--- src/rtl/ssr_pkg.sv ---
// package: constants and carriers for the status and service request block
package ssr_pkg;
  localparam int STAT_NORMAL_BIT  = 7;
  localparam int STAT_SERVICE_BIT = 6;
  localparam int STAT_EVENT_BIT   = 5;
  localparam int STAT_MESSAGE_BIT = 4;
  localparam int STAT_FAULTQ_BIT  = 2;
  localparam int STAT_READY_BIT   = 0;
  localparam int EV_POWER_ON      = 7;
  localparam int EV_USER_REQUEST  = 6;
  localparam int EV_COMMAND_FAULT = 5;
  localparam int EV_RUN_FAULT     = 4;
  localparam int EV_DEVICE_FAULT  = 3;
  localparam int EV_QUERY_FAULT   = 2;
  localparam int EV_REQ_CONTROL   = 1;
  localparam int EV_DONE          = 0;
  localparam logic [7:0]  SVC_EN_RESET = 8'h00;
  localparam logic [7:0]  EV_EN_RESET  = 8'h00;
  localparam logic [7:0]  EV_RESET     = 8'h80;
  localparam logic [7:0]  STAT_USED    = 8'h75;
  localparam logic [7:0]  EV_USED      = 8'hFD;
  localparam logic [15:0] COND_RESET   = 16'h0000;
  localparam int          COND_WIDTH   = 16;

  typedef struct packed {
    logic user_request;
    logic command_fault;
    logic run_fault;
    logic device_fault;
    logic query_fault;
    logic done_flag;
  } ssr_events_s;

  typedef struct packed {
    logic       write;
    logic [7:0] data;
  } ssr_wr_s;
endpackage : ssr_pkg

--- src/rtl/ssr_event_reg.sv ---
// sticky event register with enable mask and summary
`timescale 1ns/1ps
module ssr_event_reg #(
  parameter int          WIDTH = 16,
  parameter logic [15:0] RST   = 16'h0000
) (
  input  wire logic             CLK,
  input  wire logic             RESET,
  input  wire logic [WIDTH-1:0] SET,
  input  wire logic             CLEAR,
  input  wire logic             ENABLE_WR,
  input  wire logic [WIDTH-1:0] ENABLE_DATA,
  output logic      [WIDTH-1:0] EVENTS,
  output logic      [WIDTH-1:0] ENABLE,
  output logic                  SUMMARY
);
  logic [WIDTH-1:0] next_events;
  logic [WIDTH-1:0] next_enable;

  always_comb begin
    // set wins over the clear in the same cycle
    next_events = (CLEAR ? '0 : EVENTS) | SET;
    next_enable = ENABLE_WR ? ENABLE_DATA : ENABLE;
  end

  always_ff @(posedge CLK or posedge RESET) begin
    if (RESET) begin
      EVENTS <= RST[WIDTH-1:0];
      ENABLE <= '0;
    end else begin
      EVENTS <= next_events;
      ENABLE <= next_enable;
    end
  end

  assign SUMMARY = |(EVENTS & ENABLE);
endmodule : ssr_event_reg

--- src/rtl/ssr_top.sv ---
// status byte, standard events and service request logic
// Operation
// eight-bit status byte with fixed bit positions
// normal summary bit never set
// poll returns request bit, query returns master
// only enabled bits raise request; bit6 never
// request bit set with line, cleared by poll
// master summary read-only, clears with causes
// event summary from enabled standard events
// message available while reply queue nonempty
// fault queue flag while error queue nonempty
// eight-bit standard event register layout
// event enable selects events; service enable gates
// power-on flag set until read or cleared
// user request on escape to local
// command fault on command error
// run fault on execution failure
// device fault on internal error
// query fault on protocol error
// request control bit never set
// done flag when all functions complete
// serial port host must poll status
// two sixteen-bit condition event registers
// master summary is OR of enabled bits
`timescale 1ns/1ps
module ssr_top #(
  parameter int COND_W = 16
) (
  input  wire logic                 CLK,
  input  wire logic                 RESET,
  input  wire ssr_pkg::ssr_events_s EVENTS_IN,
  input  wire logic                 REPLY_QUEUE_NONEMPTY,
  input  wire logic                 ERROR_QUEUE_NONEMPTY,
  input  wire logic                 READY_SUMMARY,
  input  wire ssr_pkg::ssr_wr_s     SERVICE_ENABLE_WR,
  input  wire ssr_pkg::ssr_wr_s     EVENT_ENABLE_WR,
  input  wire logic                 STANDARD_EVENTS_RD,
  input  wire logic                 STANDARD_EVENTS_CLR,
  input  wire logic                 SERIAL_POLL,
  input  wire logic [COND_W-1:0]    NORMAL_SET,
  input  wire logic                 NORMAL_RD,
  input  wire logic                 NORMAL_ENABLE_WR,
  input  wire logic [COND_W-1:0]    NORMAL_ENABLE_DATA,
  input  wire logic [COND_W-1:0]    QUESTION_SET,
  input  wire logic                 QUESTION_RD,
  input  wire logic                 QUESTION_ENABLE_WR,
  input  wire logic [COND_W-1:0]    QUESTION_ENABLE_DATA,
  output logic      [7:0]           STATUS_QUERY,
  output logic      [7:0]           STATUS_POLL,
  output logic      [7:0]           SERVICE_ENABLE_MASK,
  output logic      [7:0]           STANDARD_EVENTS,
  output logic      [7:0]           EVENT_ENABLE,
  output logic      [COND_W-1:0]    NORMAL_EVENTS,
  output logic      [COND_W-1:0]    QUESTION_EVENTS,
  output logic                      NORMAL_SUMMARY,
  output logic                      QUESTION_SUMMARY,
  output logic                      SRQ_OUT
);
  import ssr_pkg::*;

  logic [7:0]  set_vec;
  logic        ev_clear;
  logic        event_summary;
  logic [7:0]  service_enable;
  logic [7:0]  next_service_enable;
  logic [7:0]  stat_base;
  logic        master_summary;
  logic        requested_service;
  logic        next_requested_service;
  logic        master_prev;
  logic        next_master_prev;
  logic [7:0]  next_status_query;
  logic [7:0]  next_status_poll;
  logic [7:0]  stat_query;
  logic [7:0]  stat_poll;

  always_comb begin
    set_vec                   = 8'h00;
    set_vec[EV_USER_REQUEST]  = EVENTS_IN.user_request;
    set_vec[EV_COMMAND_FAULT] = EVENTS_IN.command_fault;
    set_vec[EV_RUN_FAULT]     = EVENTS_IN.run_fault;
    set_vec[EV_DEVICE_FAULT]  = EVENTS_IN.device_fault;
    set_vec[EV_QUERY_FAULT]   = EVENTS_IN.query_fault;
    set_vec[EV_DONE]          = EVENTS_IN.done_flag;
    // request control has no source: never the bus controller
    set_vec                   = set_vec & EV_USED;
  end

  // reading the event register clears it, power-on bit included
  assign ev_clear = STANDARD_EVENTS_RD | STANDARD_EVENTS_CLR;

  // standard events, reset value carries the power-on flag
  ssr_event_reg #(
    .WIDTH (8),
    .RST   ({8'h00, EV_RESET})
  ) u_std (
    .CLK         (CLK),
    .RESET       (RESET),
    .SET         (set_vec),
    .CLEAR       (ev_clear),
    .ENABLE_WR   (EVENT_ENABLE_WR.write),
    .ENABLE_DATA (EVENT_ENABLE_WR.data),
    .EVENTS      (STANDARD_EVENTS),
    .ENABLE      (EVENT_ENABLE),
    .SUMMARY     (event_summary)
  );

  // condition registers are read-clear; not tied into the status byte
  ssr_event_reg #(
    .WIDTH (COND_W),
    .RST   (COND_RESET)
  ) u_normal (
    .CLK         (CLK),
    .RESET       (RESET),
    .SET         (NORMAL_SET),
    .CLEAR       (NORMAL_RD),
    .ENABLE_WR   (NORMAL_ENABLE_WR),
    .ENABLE_DATA (NORMAL_ENABLE_DATA),
    .EVENTS      (NORMAL_EVENTS),
    .ENABLE      (),
    .SUMMARY     (NORMAL_SUMMARY)
  );

  ssr_event_reg #(
    .WIDTH (COND_W),
    .RST   (COND_RESET)
  ) u_question (
    .CLK         (CLK),
    .RESET       (RESET),
    .SET         (QUESTION_SET),
    .CLEAR       (QUESTION_RD),
    .ENABLE_WR   (QUESTION_ENABLE_WR),
    .ENABLE_DATA (QUESTION_ENABLE_DATA),
    .EVENTS      (QUESTION_EVENTS),
    .ENABLE      (),
    .SUMMARY     (QUESTION_SUMMARY)
  );

  always_comb begin
    stat_base                    = 8'h00;
    stat_base[STAT_NORMAL_BIT]   = 1'b0;
    stat_base[STAT_EVENT_BIT]    = event_summary;
    stat_base[STAT_MESSAGE_BIT]  = REPLY_QUEUE_NONEMPTY;
    stat_base[STAT_FAULTQ_BIT]   = ERROR_QUEUE_NONEMPTY;
    stat_base[STAT_READY_BIT]    = READY_SUMMARY;
    stat_base                    = stat_base & STAT_USED;
    // bit 6 masked out of the enable so it can never request
    master_summary = |(stat_base & service_enable & ~(8'h01 << STAT_SERVICE_BIT));
  end

  always_comb begin
    next_service_enable = SERVICE_ENABLE_WR.write ? SERVICE_ENABLE_WR.data : service_enable;
    next_master_prev    = master_summary;
    next_requested_service = requested_service;
    // a new request edge wins over a poll in the same cycle
    if (master_summary && !master_prev) begin
      next_requested_service = 1'b1;
    end else if (SERIAL_POLL) begin
      next_requested_service = 1'b0;
    end
  end

  always_ff @(posedge CLK or posedge RESET) begin
    if (RESET) begin
      service_enable    <= SVC_EN_RESET;
      requested_service <= 1'b0;
      master_prev       <= 1'b0;
    end else begin
      service_enable    <= next_service_enable;
      requested_service <= next_requested_service;
      master_prev       <= next_master_prev;
    end
  end

  always_comb begin
    stat_query                   = stat_base;
    stat_query[STAT_SERVICE_BIT] = master_summary;
    stat_poll                    = stat_base;
    stat_poll[STAT_SERVICE_BIT]  = next_requested_service;
    next_status_query            = stat_query;
    next_status_poll             = stat_poll;
  end

  // registered snapshots keep data outputs glitch free
  always_ff @(posedge CLK or posedge RESET) begin
    if (RESET) begin
      STATUS_QUERY <= 8'h00;
      STATUS_POLL  <= 8'h00;
    end else begin
      STATUS_QUERY <= next_status_query;
      STATUS_POLL  <= next_status_poll;
    end
  end

  assign SERVICE_ENABLE_MASK = service_enable;
  // line asserted while the request bit stands; serial port host polls
  assign SRQ_OUT = requested_service;
endmodule : ssr_top

--- config.mk ---
export PLATFORM = sky130hd
export DESIGN_NAME = ssr_top
export DESIGN_NICKNAME = d
export VERILOG_FILES = /design/src/rtl/ssr_pkg.sv /design/src/rtl/ssr_event_reg.sv /design/src/rtl/ssr_top.sv
export SDC_FILE = /design/constraint.sdc
export NUM_CORES = 1
export LEC_CHECK = 0
export ABC_CLOCK_PERIOD_IN_PS = 2800
export BUFFER_PORTS_ARGS = -buffer_cell sky130_fd_sc_hd__buf_2
export CAP_MARGIN = 30
export CELL_PAD_IN_SITES_DETAIL_PLACEMENT = 0
export CELL_PAD_IN_SITES_GLOBAL_PLACEMENT = 1
export CORE_MARGIN = 1.5
export CORE_UTILIZATION = 35
export DETAILED_ROUTE_END_ITERATION = 8
export GPL_TIMING_DRIVEN = 0
export PLACE_DENSITY = 0.87
export SYNTH_ARGS = -nofsm -noshare
export SYNTH_HDL_FRONTEND = slang
export SYNTH_SLANG_ARGS = --single-unit
--- constraint.sdc ---
create_clock -name CLK -period 2.8 [get_ports CLK]
set_input_delay 0 -clock CLK [delete_from_list [all_inputs] [get_ports CLK]]
set_output_delay 0 -clock CLK [all_outputs]
set_load 0.03 [all_outputs]
# ---- After elaboration in Yosys (flattened, before gate mapping)
# Index checks and enable logic that the tools add are counted.
dict set report word_totals {
  n_memories 0
  latchBits 0
  romBits 0
  ram_bits 0
  elab_cells 30
  register_bits 100
  out_inout_bits 75
}
dict set report op_classes {
  order_cmp 0
  div 0
  reduce_logical 6
  mux 5
  mul 0
  shift 0
  addsub 0
  bitwise 8
  n_eq_ne 0
}
# cell count
set op_table {}
lappend op_table {{$and 16x16->16} 2}
lappend op_table {{$mux 16} 2}
lappend op_table {{$or 16x16->16} 2}
lappend op_table {{$reduce_or 16->1} 2}
lappend op_table {{$and 6x8->8} 1}
lappend op_table {{$and 8x8->8} 1}
lappend op_table {{$mux 8} 1}
lappend op_table {{$or 8x7->8} 1}
lappend op_table {{$reduce_or 8->1} 1}
lappend op_table {{$reduce_or 7->1} 1}
lappend op_table {{$mux 1} 2}
lappend op_table {{$logic_and 1x1->1} 1}
lappend op_table {{$logic_not 1->1} 1}
lappend op_table {{$or 1x1->1} 1}

# ---- Longest topological paths before layout
# Gate-level depths: netlist of the first run.
dict set report depth {
  depth_word 6
  mapped_depth 3
  depth_no_buf 3
}

# ---- By module
# Synthesis of the first run repeated with hierarchy kept, for this count alone.
dict set report hier_totals {
  hier_cells 240
  area_unflattened_um2 3774.9
}
# mod area_each_um2 instances cells_each seq_area_each_um2
set by_module_without_submodules {}
lappend by_module_without_submodules {{ssr_event_reg (u_normal ...)} 1258.7 2 78 800.8}
lappend by_module_without_submodules {{ssr_event_reg (u_std)} 636.9 1 40 401.6}
lappend by_module_without_submodules {ssr_top 620.6 1 44 350.3}

# ---- Least setup slack after synthesis of the first run
# OpenSTA, ideal clock, no wires.
dict set report synth_path {
  path_type {register to register}
  start {reg u_std.EVENTS[3]}
  end {reg STATUS_POLL[6]}
  stages_incl_launch_ff 4
  setup_slack_ns 1.480
  period_less_slack_ns 1.320
  path_buffers 0
  arrival_ns 1.201
  path_cell_list {dfrtp_1 > a222oi_1 > nand3_1 > a31o_1}
}
dict set report synth_via {
  elab_chain_cells 6
}
# element line
set synth_rtl {}
lappend synth_rtl {{start: declaration} ssr_event_reg.sv:13} ;# output logic [WIDTH-1:0] EVENTS,
lappend synth_rtl {{start signal: assignment} ssr_event_reg.sv:28} ;# EVENTS <= RST[WIDTH-1:0];
lappend synth_rtl {{start signal: assignment} ssr_event_reg.sv:31} ;# EVENTS <= next_events;
lappend synth_rtl {{$and 8x8->8} ssr_event_reg.sv:36} ;# assign SUMMARY = |(EVENTS & ENABLE);
lappend synth_rtl {{$reduce_or 8->1} ssr_event_reg.sv:36}
lappend synth_rtl {{named net event_summary} ssr_top.sv:63} ;# logic event_summary;
lappend synth_rtl {{$and 6x8->8} ssr_top.sv:148} ;# master_summary = |(stat_base & service_enable & ~(8'h01 << STAT_SERVICE_BIT));
lappend synth_rtl {{$reduce_or 7->1} ssr_top.sv:148}
lappend synth_rtl {{$logic_and 1x1->1} ssr_top.sv:156} ;# if (master_summary && !master_prev) begin
lappend synth_rtl {{$mux 1} ssr_top.sv:156}
lappend synth_rtl {{named net next_requested_service} ssr_top.sv:69} ;# logic next_requested_service;
lappend synth_rtl {{end signal: assignment} ssr_top.sv:191} ;# STATUS_POLL <= next_status_poll;
lappend synth_rtl {{end: declaration} ssr_top.sv:49} ;# output logic [7:0] STATUS_POLL,
# The timed path passes the listed nets, and every way through them passes these cells.
# A chain may end at the register's enable or synchronous reset.

# ---- Final worst setup path of the first run
dict set report layout_path {
  start {reg u_normal.EVENTS[14]}
  end {out NORMAL_SUMMARY}
}
dict set report layout_via {
  elab_chain_cells 2
}
# element line
set layout_rtl {}
lappend layout_rtl {{start: declaration} ssr_event_reg.sv:13}
lappend layout_rtl {{start signal: assignment} ssr_event_reg.sv:28}
lappend layout_rtl {{start signal: assignment} ssr_event_reg.sv:31}
lappend layout_rtl {{$and 16x16->16} ssr_event_reg.sv:36}
lappend layout_rtl {{$reduce_or 16->1} ssr_event_reg.sv:36}
lappend layout_rtl {{end: declaration} ssr_top.sv:55} ;# output logic NORMAL_SUMMARY,
# Every way passes these cells.

==> results of run 1 <==
## worst paths after layout
kind                                          end
max in group asynchronous         u_std.EVENTS[7]
max reg2reg                        STATUS_POLL[6]
min reg2reg                       u_std.EVENTS[7]
max                                NORMAL_SUMMARY
min in group asynchronous  SERVICE_ENABLE_MASK[3]
min                           u_normal.ENABLE[15]
## critical path: cells and delay by family (launching register included)
family	cells	cell delay [ps]
buffers and inverters	1	200
and+or+nand+nor	1	140
DFF	1	400
AOI/OAI and AO/OA	2	540
## power groups by stage
| stage | clock [W] | combinational (W) | sequential (W) |
|---|---|---|---|
| 4_1_cts | 0.000924 | 0.000665 | 0.00154 |
| 2_1_floorplan | 0 | 0.000232 | 0.00168 |
| 6_report | 0.000886 | 0.000663 | 0.00154 |
| 3_5_place_dp | 0 | 0.000564 | 0.00156 |
| 5_1_grt | 0.000974 | 0.000709 | 0.00155 |
| 3_3_place_gp | 0 | 0.000550 | 0.00156 |
## through the flow
step / worst slack [ps] / hold slack (ps) / utilization, % / setup TNS, ps / instance area, um^2
2_1_floorplan: 381 / 31.4 / - / 0 / 3560
3_3_place_gp: -577 / 128 / 46.5 / -52580 / 4550
3_5_place_dp: 1520 / 97.4 / 46.8 / 0 / 4580
4_1_cts: 1130 / 2.99 / 58.3 / 0 / 5700
5_1_grt: 1070 / 20.2 / 58.3 / 0 / 5700
6_report: 1170 / 23.9 / 58.3 / 0 / 5700
## placed cells by master, fill, tap and decap left out, drive strengths merged
master       count
and2             1
clkinv           2
dfrtp           92
nor2             1
inv              5
nand3            1
a221oi           8
conb             7
a222oi           2
o22ai            1
mux2            48
a22oi            2
bufinv           1
dlygate4sd3     92
buf            183
a21bo            1
clkbuf          13
dfstp            1
a21o            38
clkinvlp         1
nand4            2
a31o             1
a22o             8
## state kept, by name (all words and copies together), names as in the netlist
name	cells
STATUS_QUERY	5
u_normal.ENABLE	16
u_question.ENABLE	16
STATUS_POLL	1
u_std.EVENTS	7
u_normal.EVENTS	16
u_std.ENABLE	8
SERVICE_ENABLE_MASK	8
u_question.EVENTS	16
## metal layers
layer,wire length (um),vias to the layer above,track usage (%)
met5,0,-,0
met4,223,0,7.64
met3,500,20,4.09
met2,4770,113,31.9
met1,3850,1433,20.8
li1,-,1381,-
## cell type report
cell class                      count  share of cell area [%]
Buffer                             21                    2.37
Clock buffer                       11                    2.66
Clock inverter                      4                   0.835
Inverter                            5                   0.373
Multi-Input combinational cell    121                    19.0
Sequential cell                    93                    40.9
Tap cell                          133                    2.92
Timing Repair Buffer              256                    31.0
## kinds of logic after synthesis
| kind of cell | after synthesis |
|---|---|
| buf+inv | 26 |
| compound gates | 61 |
| other cells | 1 |
| flops | 93 |
| simple gates | 5 |
| mux | 48 |
## timing repair
item,CTS,global route
buffers inserted,0,0
setup endpoints to repair,0,0
hold buffers,92,0
hold endpoints to repair,132,0
==> results.txt, run 1 <==
- Final Setup Violations: 0
* Combinational family with the most area after synthesis: multiplexers
- By area the synthesized netlist is led by dfrtp_1, mux2_2, a21o_1.
- The worst setup path is captured at a primary output.
- Required time of the critical path: ~2800 ps
- Transition time of the tightest slew-check pin: ~550 ps
- The synthesized netlist contains 21 unique library cells.
- Maximum number of pins on one net before global-route repair: between 50 and 60
- After detailed routing, the average wire length per cell comes to 14.5 um.
- Crit path cell chain: a22o_1, a221oi_1, nand4_1, buf_2
- Kind of critical path: flop to primary output
- Synthesis inferred 93 register bits.
- Derived from the worst setup path, the maximum achievable clock frequency is around 620 MHz.
- At the worst endpoint, the arrival time is 1630 ps.
* GPL Wtd Cong: around 0.77
- The total overflow left after global routing is 0.
- The routed layout has between 2000 and 3000 vias.
- For this design the top-level I/O count stands at approximately 180.
- After Yosys synthesis, and, or, nand and nor cells account for less than 1% of the synthesized area.
- Post-Syn Area: between 3000 and 4000 um^2
- The cell sitting at the root of the clock tree is a clkbuf_8.
- Clock power frac: between 20% and 30%
- Unrepaired setup endpoints after global routing: false
* Cells after synthesis: approximately 230
- Clock tree from TritonCTS: done
- Cell count after placement: about 540
- Of the total power, registers draw 49.8%.
- The worst pin sits at a relative slew slack of about 63%.
* Horizontal extent of the die: about 100 um
- Async set-reset flop share out of synthesis: 100%
- Max Buffers Root-to-Sink: 2
* Drt drc: 0
- Die Ht: about 100 um
- Number of DRC markers in iteration 0: 88
- Summing the areas of all compound-gate instances in the mapped netlist gives between 10% and 20% of the synthesized area.
- The critical path starts at u_normal.EVENTS[14].
* Outcome: finished clean
* Vias per inst: ~4.6
* Share of cell area taken by muxes after synthesis: 15.3%
- Area of combinational cells with multiple inputs: 1080 um^2
- Register Area: ~2300 um^2
- Setup clock skew after layout: 7.53 ps
- Ranked by instance count, the synthesized netlist is headed by dfrtp_1, mux2_2, a21o_1.
- Antenna-violating nets left: 0
- The design draws slightly above 0.003 W.
- First-pass GRT wire length: between 15 and 20 mm
- Across the run, the number of max-cap violations was 0.
- Worst flop-to-flop path startpoint: u_std.EVENTS[3]
- Max H-tree Level: 3
* Core area: around 10000 um^2
- Number of fill cells: slightly below 800
- The number of endpoints with negative hold slack in the final report came to 0.
- For this design, the sink count on the clock tree is a little over 90.
- Startpoint kind of the worst setup timing path: flop
* Worst hold start: NORMAL_ENABLE_WR
- Via count of the first global-routing pass: 3195
- The routed design could run at a clock period as short as 1630 ps.
* Post-detailed-routing wire length: 9.34 mm
* Count of cells resized by post-cts repair: 0
* Switching power: around 0.00085 W
- Antenna violations before repair: 0
- In this run the mean area of a mapped cell was 15.1 um^2.
- In this design, the stage delay of the slowest critical-path cell is about 400 ps.
* Core Rows: 36
* Number of flops mapped to enable cells by yosys: 0
- Synth-to-layout area growth: 60.8%
* Global-route usage over all layers: 18.0%
- Pre-Repair DR Iteration Count: 4
* Xor and xnor area share after synthesis: 0%
- In this run, the combinational gates consume around 22% of the power.
- Setup slack of the worst register-to-register path: between 1000 and 1500 ps
- In this run, CTS created clock tree buffers numbering 9.
- Post-route fraction of the period consumed by the critical path: approximately three fifths
- Share of post-route cells with drive strength above 1: approximately half
- Starting utilization of the core area: 36.2%
- Adder and majority gate portion of the synthesized area: 0%
* Die outline area: ~11000 um^2
- Net switching is approximately 28% of the power.
* Number of inserted diodes: 0
- Clock latency on the worst-skew pair: approximately 350 ps
- Non-filler cells in the finished layout: about 640
- On the critical path, the stage with the largest delay is an instance of dfrtp_1.
- Clock Pin Slew Worst Setup and Hold Paths: approximately 90 ps
- Primary flip-flop cell chosen by synthesis mapping: dfrtp_1
- Summing the sequential cell areas from Yosys gives approximately two thirds of the chip area.
* Net count, final: 607
* Final HPWL DP: between 6 and 7 mm
- Maximum ir drop on the vdd rail: 0.238 mV
- The number of cells on the worst reg-to-reg path is 3.
- Summed over all cells, the static leakage comes to roughly 2.8 nW.
* Cell-internal power: 0.00223 W
- CP max FO: 3
* Port bufs: 163
* Hold Path Cell Cnt: 2
- Max-slew violation count: 0
* Total power density per cell area: ~540 nW/um^2
- Dominant cell by count in the synthesized netlist: dfrtp_1
- The synthesized design spends more area on one cell type than any other, namely dfrtp_1.
* Portion of synthesized cell area occupied by the leading cell type: around two thirds
- Yosys printed 0 warnings.
- Worst hold path type: primary input to flop
(Power assumes the default switching activity.)
==> inputs of run 2 (changes only) <==
--- a/config.mk
+++ b/config.mk
@@ -5,7 +5,7 @@
 export SDC_FILE = /design/constraint.sdc
 export NUM_CORES = 1
 export LEC_CHECK = 0
-export ABC_CLOCK_PERIOD_IN_PS = 2800
+export ABC_CLOCK_PERIOD_IN_PS = 1500
 export BUFFER_PORTS_ARGS = -buffer_cell sky130_fd_sc_hd__buf_2
 export CAP_MARGIN = 30
 export CELL_PAD_IN_SITES_DETAIL_PLACEMENT = 0
==> constraint.sdc (replaced) <==
create_clock -name CLK -period 1.5 [get_ports CLK]
set_input_delay 0 -clock CLK [delete_from_list [all_inputs] [get_ports CLK]]
set_output_delay 0 -clock CLK [all_outputs]
set_load 0.03 [all_outputs]
==> results.txt, run 2 (synthesized netlist as in run 1, its figures left out) <==
* Post-Layout Inst Area: 5820 um^2 (+2.1%)
- GPL Wtd Cong: 0.749 (-3.1%)
- Vias per inst: 4.62 (+0.92%)
- Maximum ir drop on the vdd rail: 0.604 mV (+150%)
* Root Driver: clkbuf_8
* Leak: 2.83 nW (+1.7%)
* Relative slew margins: 58.4% (-5.0 points)
- Starting utilization of the core area: 36.2% (unchanged)
- Cells on worst reg2reg path: 3 (unchanged)
- The setup clock skew after layout was 2.95 ps (-4.58 ps).
- Startpoint kind of the worst setup timing path: flop
* Antenna-violating nets left: 0 (unchanged)
* Aggregate global routing overflow: 0 (unchanged)
- The initial detailed-routing violation count came to 111 (+26%).
- Area of combinational cells with multiple inputs: 1130 um^2 (+4.3%)
- The largest driver fanout on the critical path came to 2 (-1).
* Max-cap viol count: 0 (unchanged)
* Pre-Repair DR Iteration Count: 4 (unchanged)
* Top-Level Pins: 175 (unchanged)
* Total design power: 0.00577 W (+87%)
- Max Buffers Root-to-Sink: 2 (unchanged)
- In this run the critical register-to-register path is launched from u_std.EVENTS[3].
* Post-route fraction of the period consumed by the critical path: about 100%
- Kind of critical path: flop to primary output
- The mean routed wirelength per cell was 14.9 um (+2.7%).
- Die outline area: 10700 um^2 (unchanged)
- Share of post-route cells with drive strength above 1: 50.7% (+1.8 points)
- The site row count was 36 (unchanged).
* Core area: 9770 um^2 (unchanged)
- Synth-to-layout area growth: 64.3%
- Worst hold path type: primary input to flop
- The number of global-route vias before repair was 3324 (+4.0%).
- Die Ht: 104 um (unchanged)
- The global-route wire length before repair was 15.9 mm (+3.2%).
- CTS Sinks: 93 (unchanged)
- The total routed wirelength is 9.71 mm (+4.0%).
* Worst hold endpoint: u_std.EVENTS[6]
- TritonCTS built the clock tree.
- The startpoint identified for the worst hold timing path is STANDARD_EVENTS_CLR.
- The setup slack of the most critical reg-to-reg path came to 160 ps (-1320 ps).
* Required time of the critical path: 1500 ps (-1300 ps)
* Highest-count cells in the layout ignoring fill and taps: buf_2, dlygate4sd3_1, dfrtp_1
- Final Setup Violations: 0 (unchanged)
- Maximum number of pins on one net before global-route repair: 39 (-25%)
- Max-slew violation count: 0 (unchanged)
* Final Hold Fails: 0 (unchanged)
- The post-detailed-route DRC marker count was 0 (unchanged).
- Antenna violations before repair: 0 (unchanged)
- Setup repair after global routing could not meet its margin everywhere.
- Clock Pin Slew Worst Setup and Hold Paths: 80 ps (about the same)
* Horizontal extent of the die: 104 um (unchanged)
- The total global routing track utilization is 18.8% (+0.83 points).
- Port bufs: 163 (unchanged)
- Net count, final: 614 (+1.2%)
- Data arrival time of the worst path: 1500 ps (-130 ps)
* Crit path time final: 1500 ps
* Final HPWL DP: 6.33 mm (+2.4%)
- Transition time of the tightest slew-check pin: 622 ps (+73.2 ps)
* Worst R2R End: STATUS_POLL[6]
- Final setup TNS: 0 ps (unchanged)
- The number of filler instances in the final layout is 767 (-3.4%).
- The via total after detailed routing was 3011 (+2.2%).
- STA classifies the critical path endpoint as a primary output.
- The area taken by flip-flops and latches came to 2330 um^2 (unchanged).
- The share of the core filled with cells came to 59.5% (+1.2 points).
* Number of CTS-inserted buffers: 9 (unchanged)
* Outcome: finished clean
- Worst-case hold slack: 19.3 ps (-4.52 ps)
* Total power density per cell area: 992 nW/um^2 (+83%)
- Upper clock frequency limit: between 600 and 700 MHz
- The level count of the clock H-tree came to 3 (unchanged).
* Hold Path Cell Cnt: 3 (+1)
- The clock latency of the later-clocked register in the worst-skew pair came to 340 ps (about the same).
- Most common cell after layout, fill and taps aside: buf_2
- Cell area after placement: 4590 um^2 (+0.30%)
- The antenna cell count is 0 (unchanged).
[run 2: changes by cell type in the layout (fill, tap and decap cells not counted), moves of 3 or more]
| cell | before | now |
|---|---|---|
| a221oi_1 | 8 | 1 |
| a221oi_2 | 0 | 7 |
| buf_4 | 13 | 18 |
| clkbuf_8 | 11 | 14 |
[run 2: repair_timing]
| item | CTS | global route |
|---|---|---|
| hold endpoints to repair | 116 | 0 |
| buffers inserted | 4 | 1 |
| hold buffers | 93 | 0 |
| gates resized for setup | 9 | 3 |
| pin swaps | 1 | 2 |
| setup endpoints to repair | 2 | 3 |
[run 2: metal layers]
layer	GRT usage [%]	routed length, um	vias up	part of all wire [%]
met2	33.8	5070	130	52
met1	19.9	3750	1444	39
met3	4.78	566	35	5.8
li1	-	-	1402	-
met4	10.8	329	0	3.4
met5	0	0	-	0
[run 2: worst max-delay path, stage by stage, from the launching register on]
cell	delay, ps
dfrtp_1	390
a22o_1	250
a221oi_2	210
nand4_1	150
buf_6	170
[run 2: metrics by stage]
stage               setup slack, ps  instances
floorplan                       180        240
global placement               -176        536
detailed placement              209        538
CTS                           -48.3        651
global route                   -112        652
finish                        0.336        652
[run 2: worst max path at each step]
stage,start,endpoint,cells after the start
3_5_place_dp,u_std.EVENTS[3],STATUS_POLL[6],3
3_3_place_gp,RESET,SERVICE_ENABLE_MASK[3],2
5_1_grt,u_normal.EVENTS[12],NORMAL_SUMMARY,4
2_1_floorplan,u_std.EVENTS[3],STATUS_POLL[6],3
6_report,u_normal.ENABLE[14],NORMAL_SUMMARY,4
4_1_cts,u_normal.EVENTS[11],NORMAL_SUMMARY,4
[run 2: final cells by class]
class                   instances  share of cell area [%]
repair buffers                263                    31.6
plain buffers                  21                    2.32
well taps                     133                    2.86
flip-flops and latches         93                    40.0
multi-input cells             121                    19.4
inverters                       5                   0.387
clock buffers                  16                    3.44
[run 2: where the power goes]
part / switching [W] / internal (W)
registers: 0.000153 / 0.00272
clock network: 0.000783 / 0.000833
logic: 0.000658 / 0.000623
total: 0.00159 / 0.00418
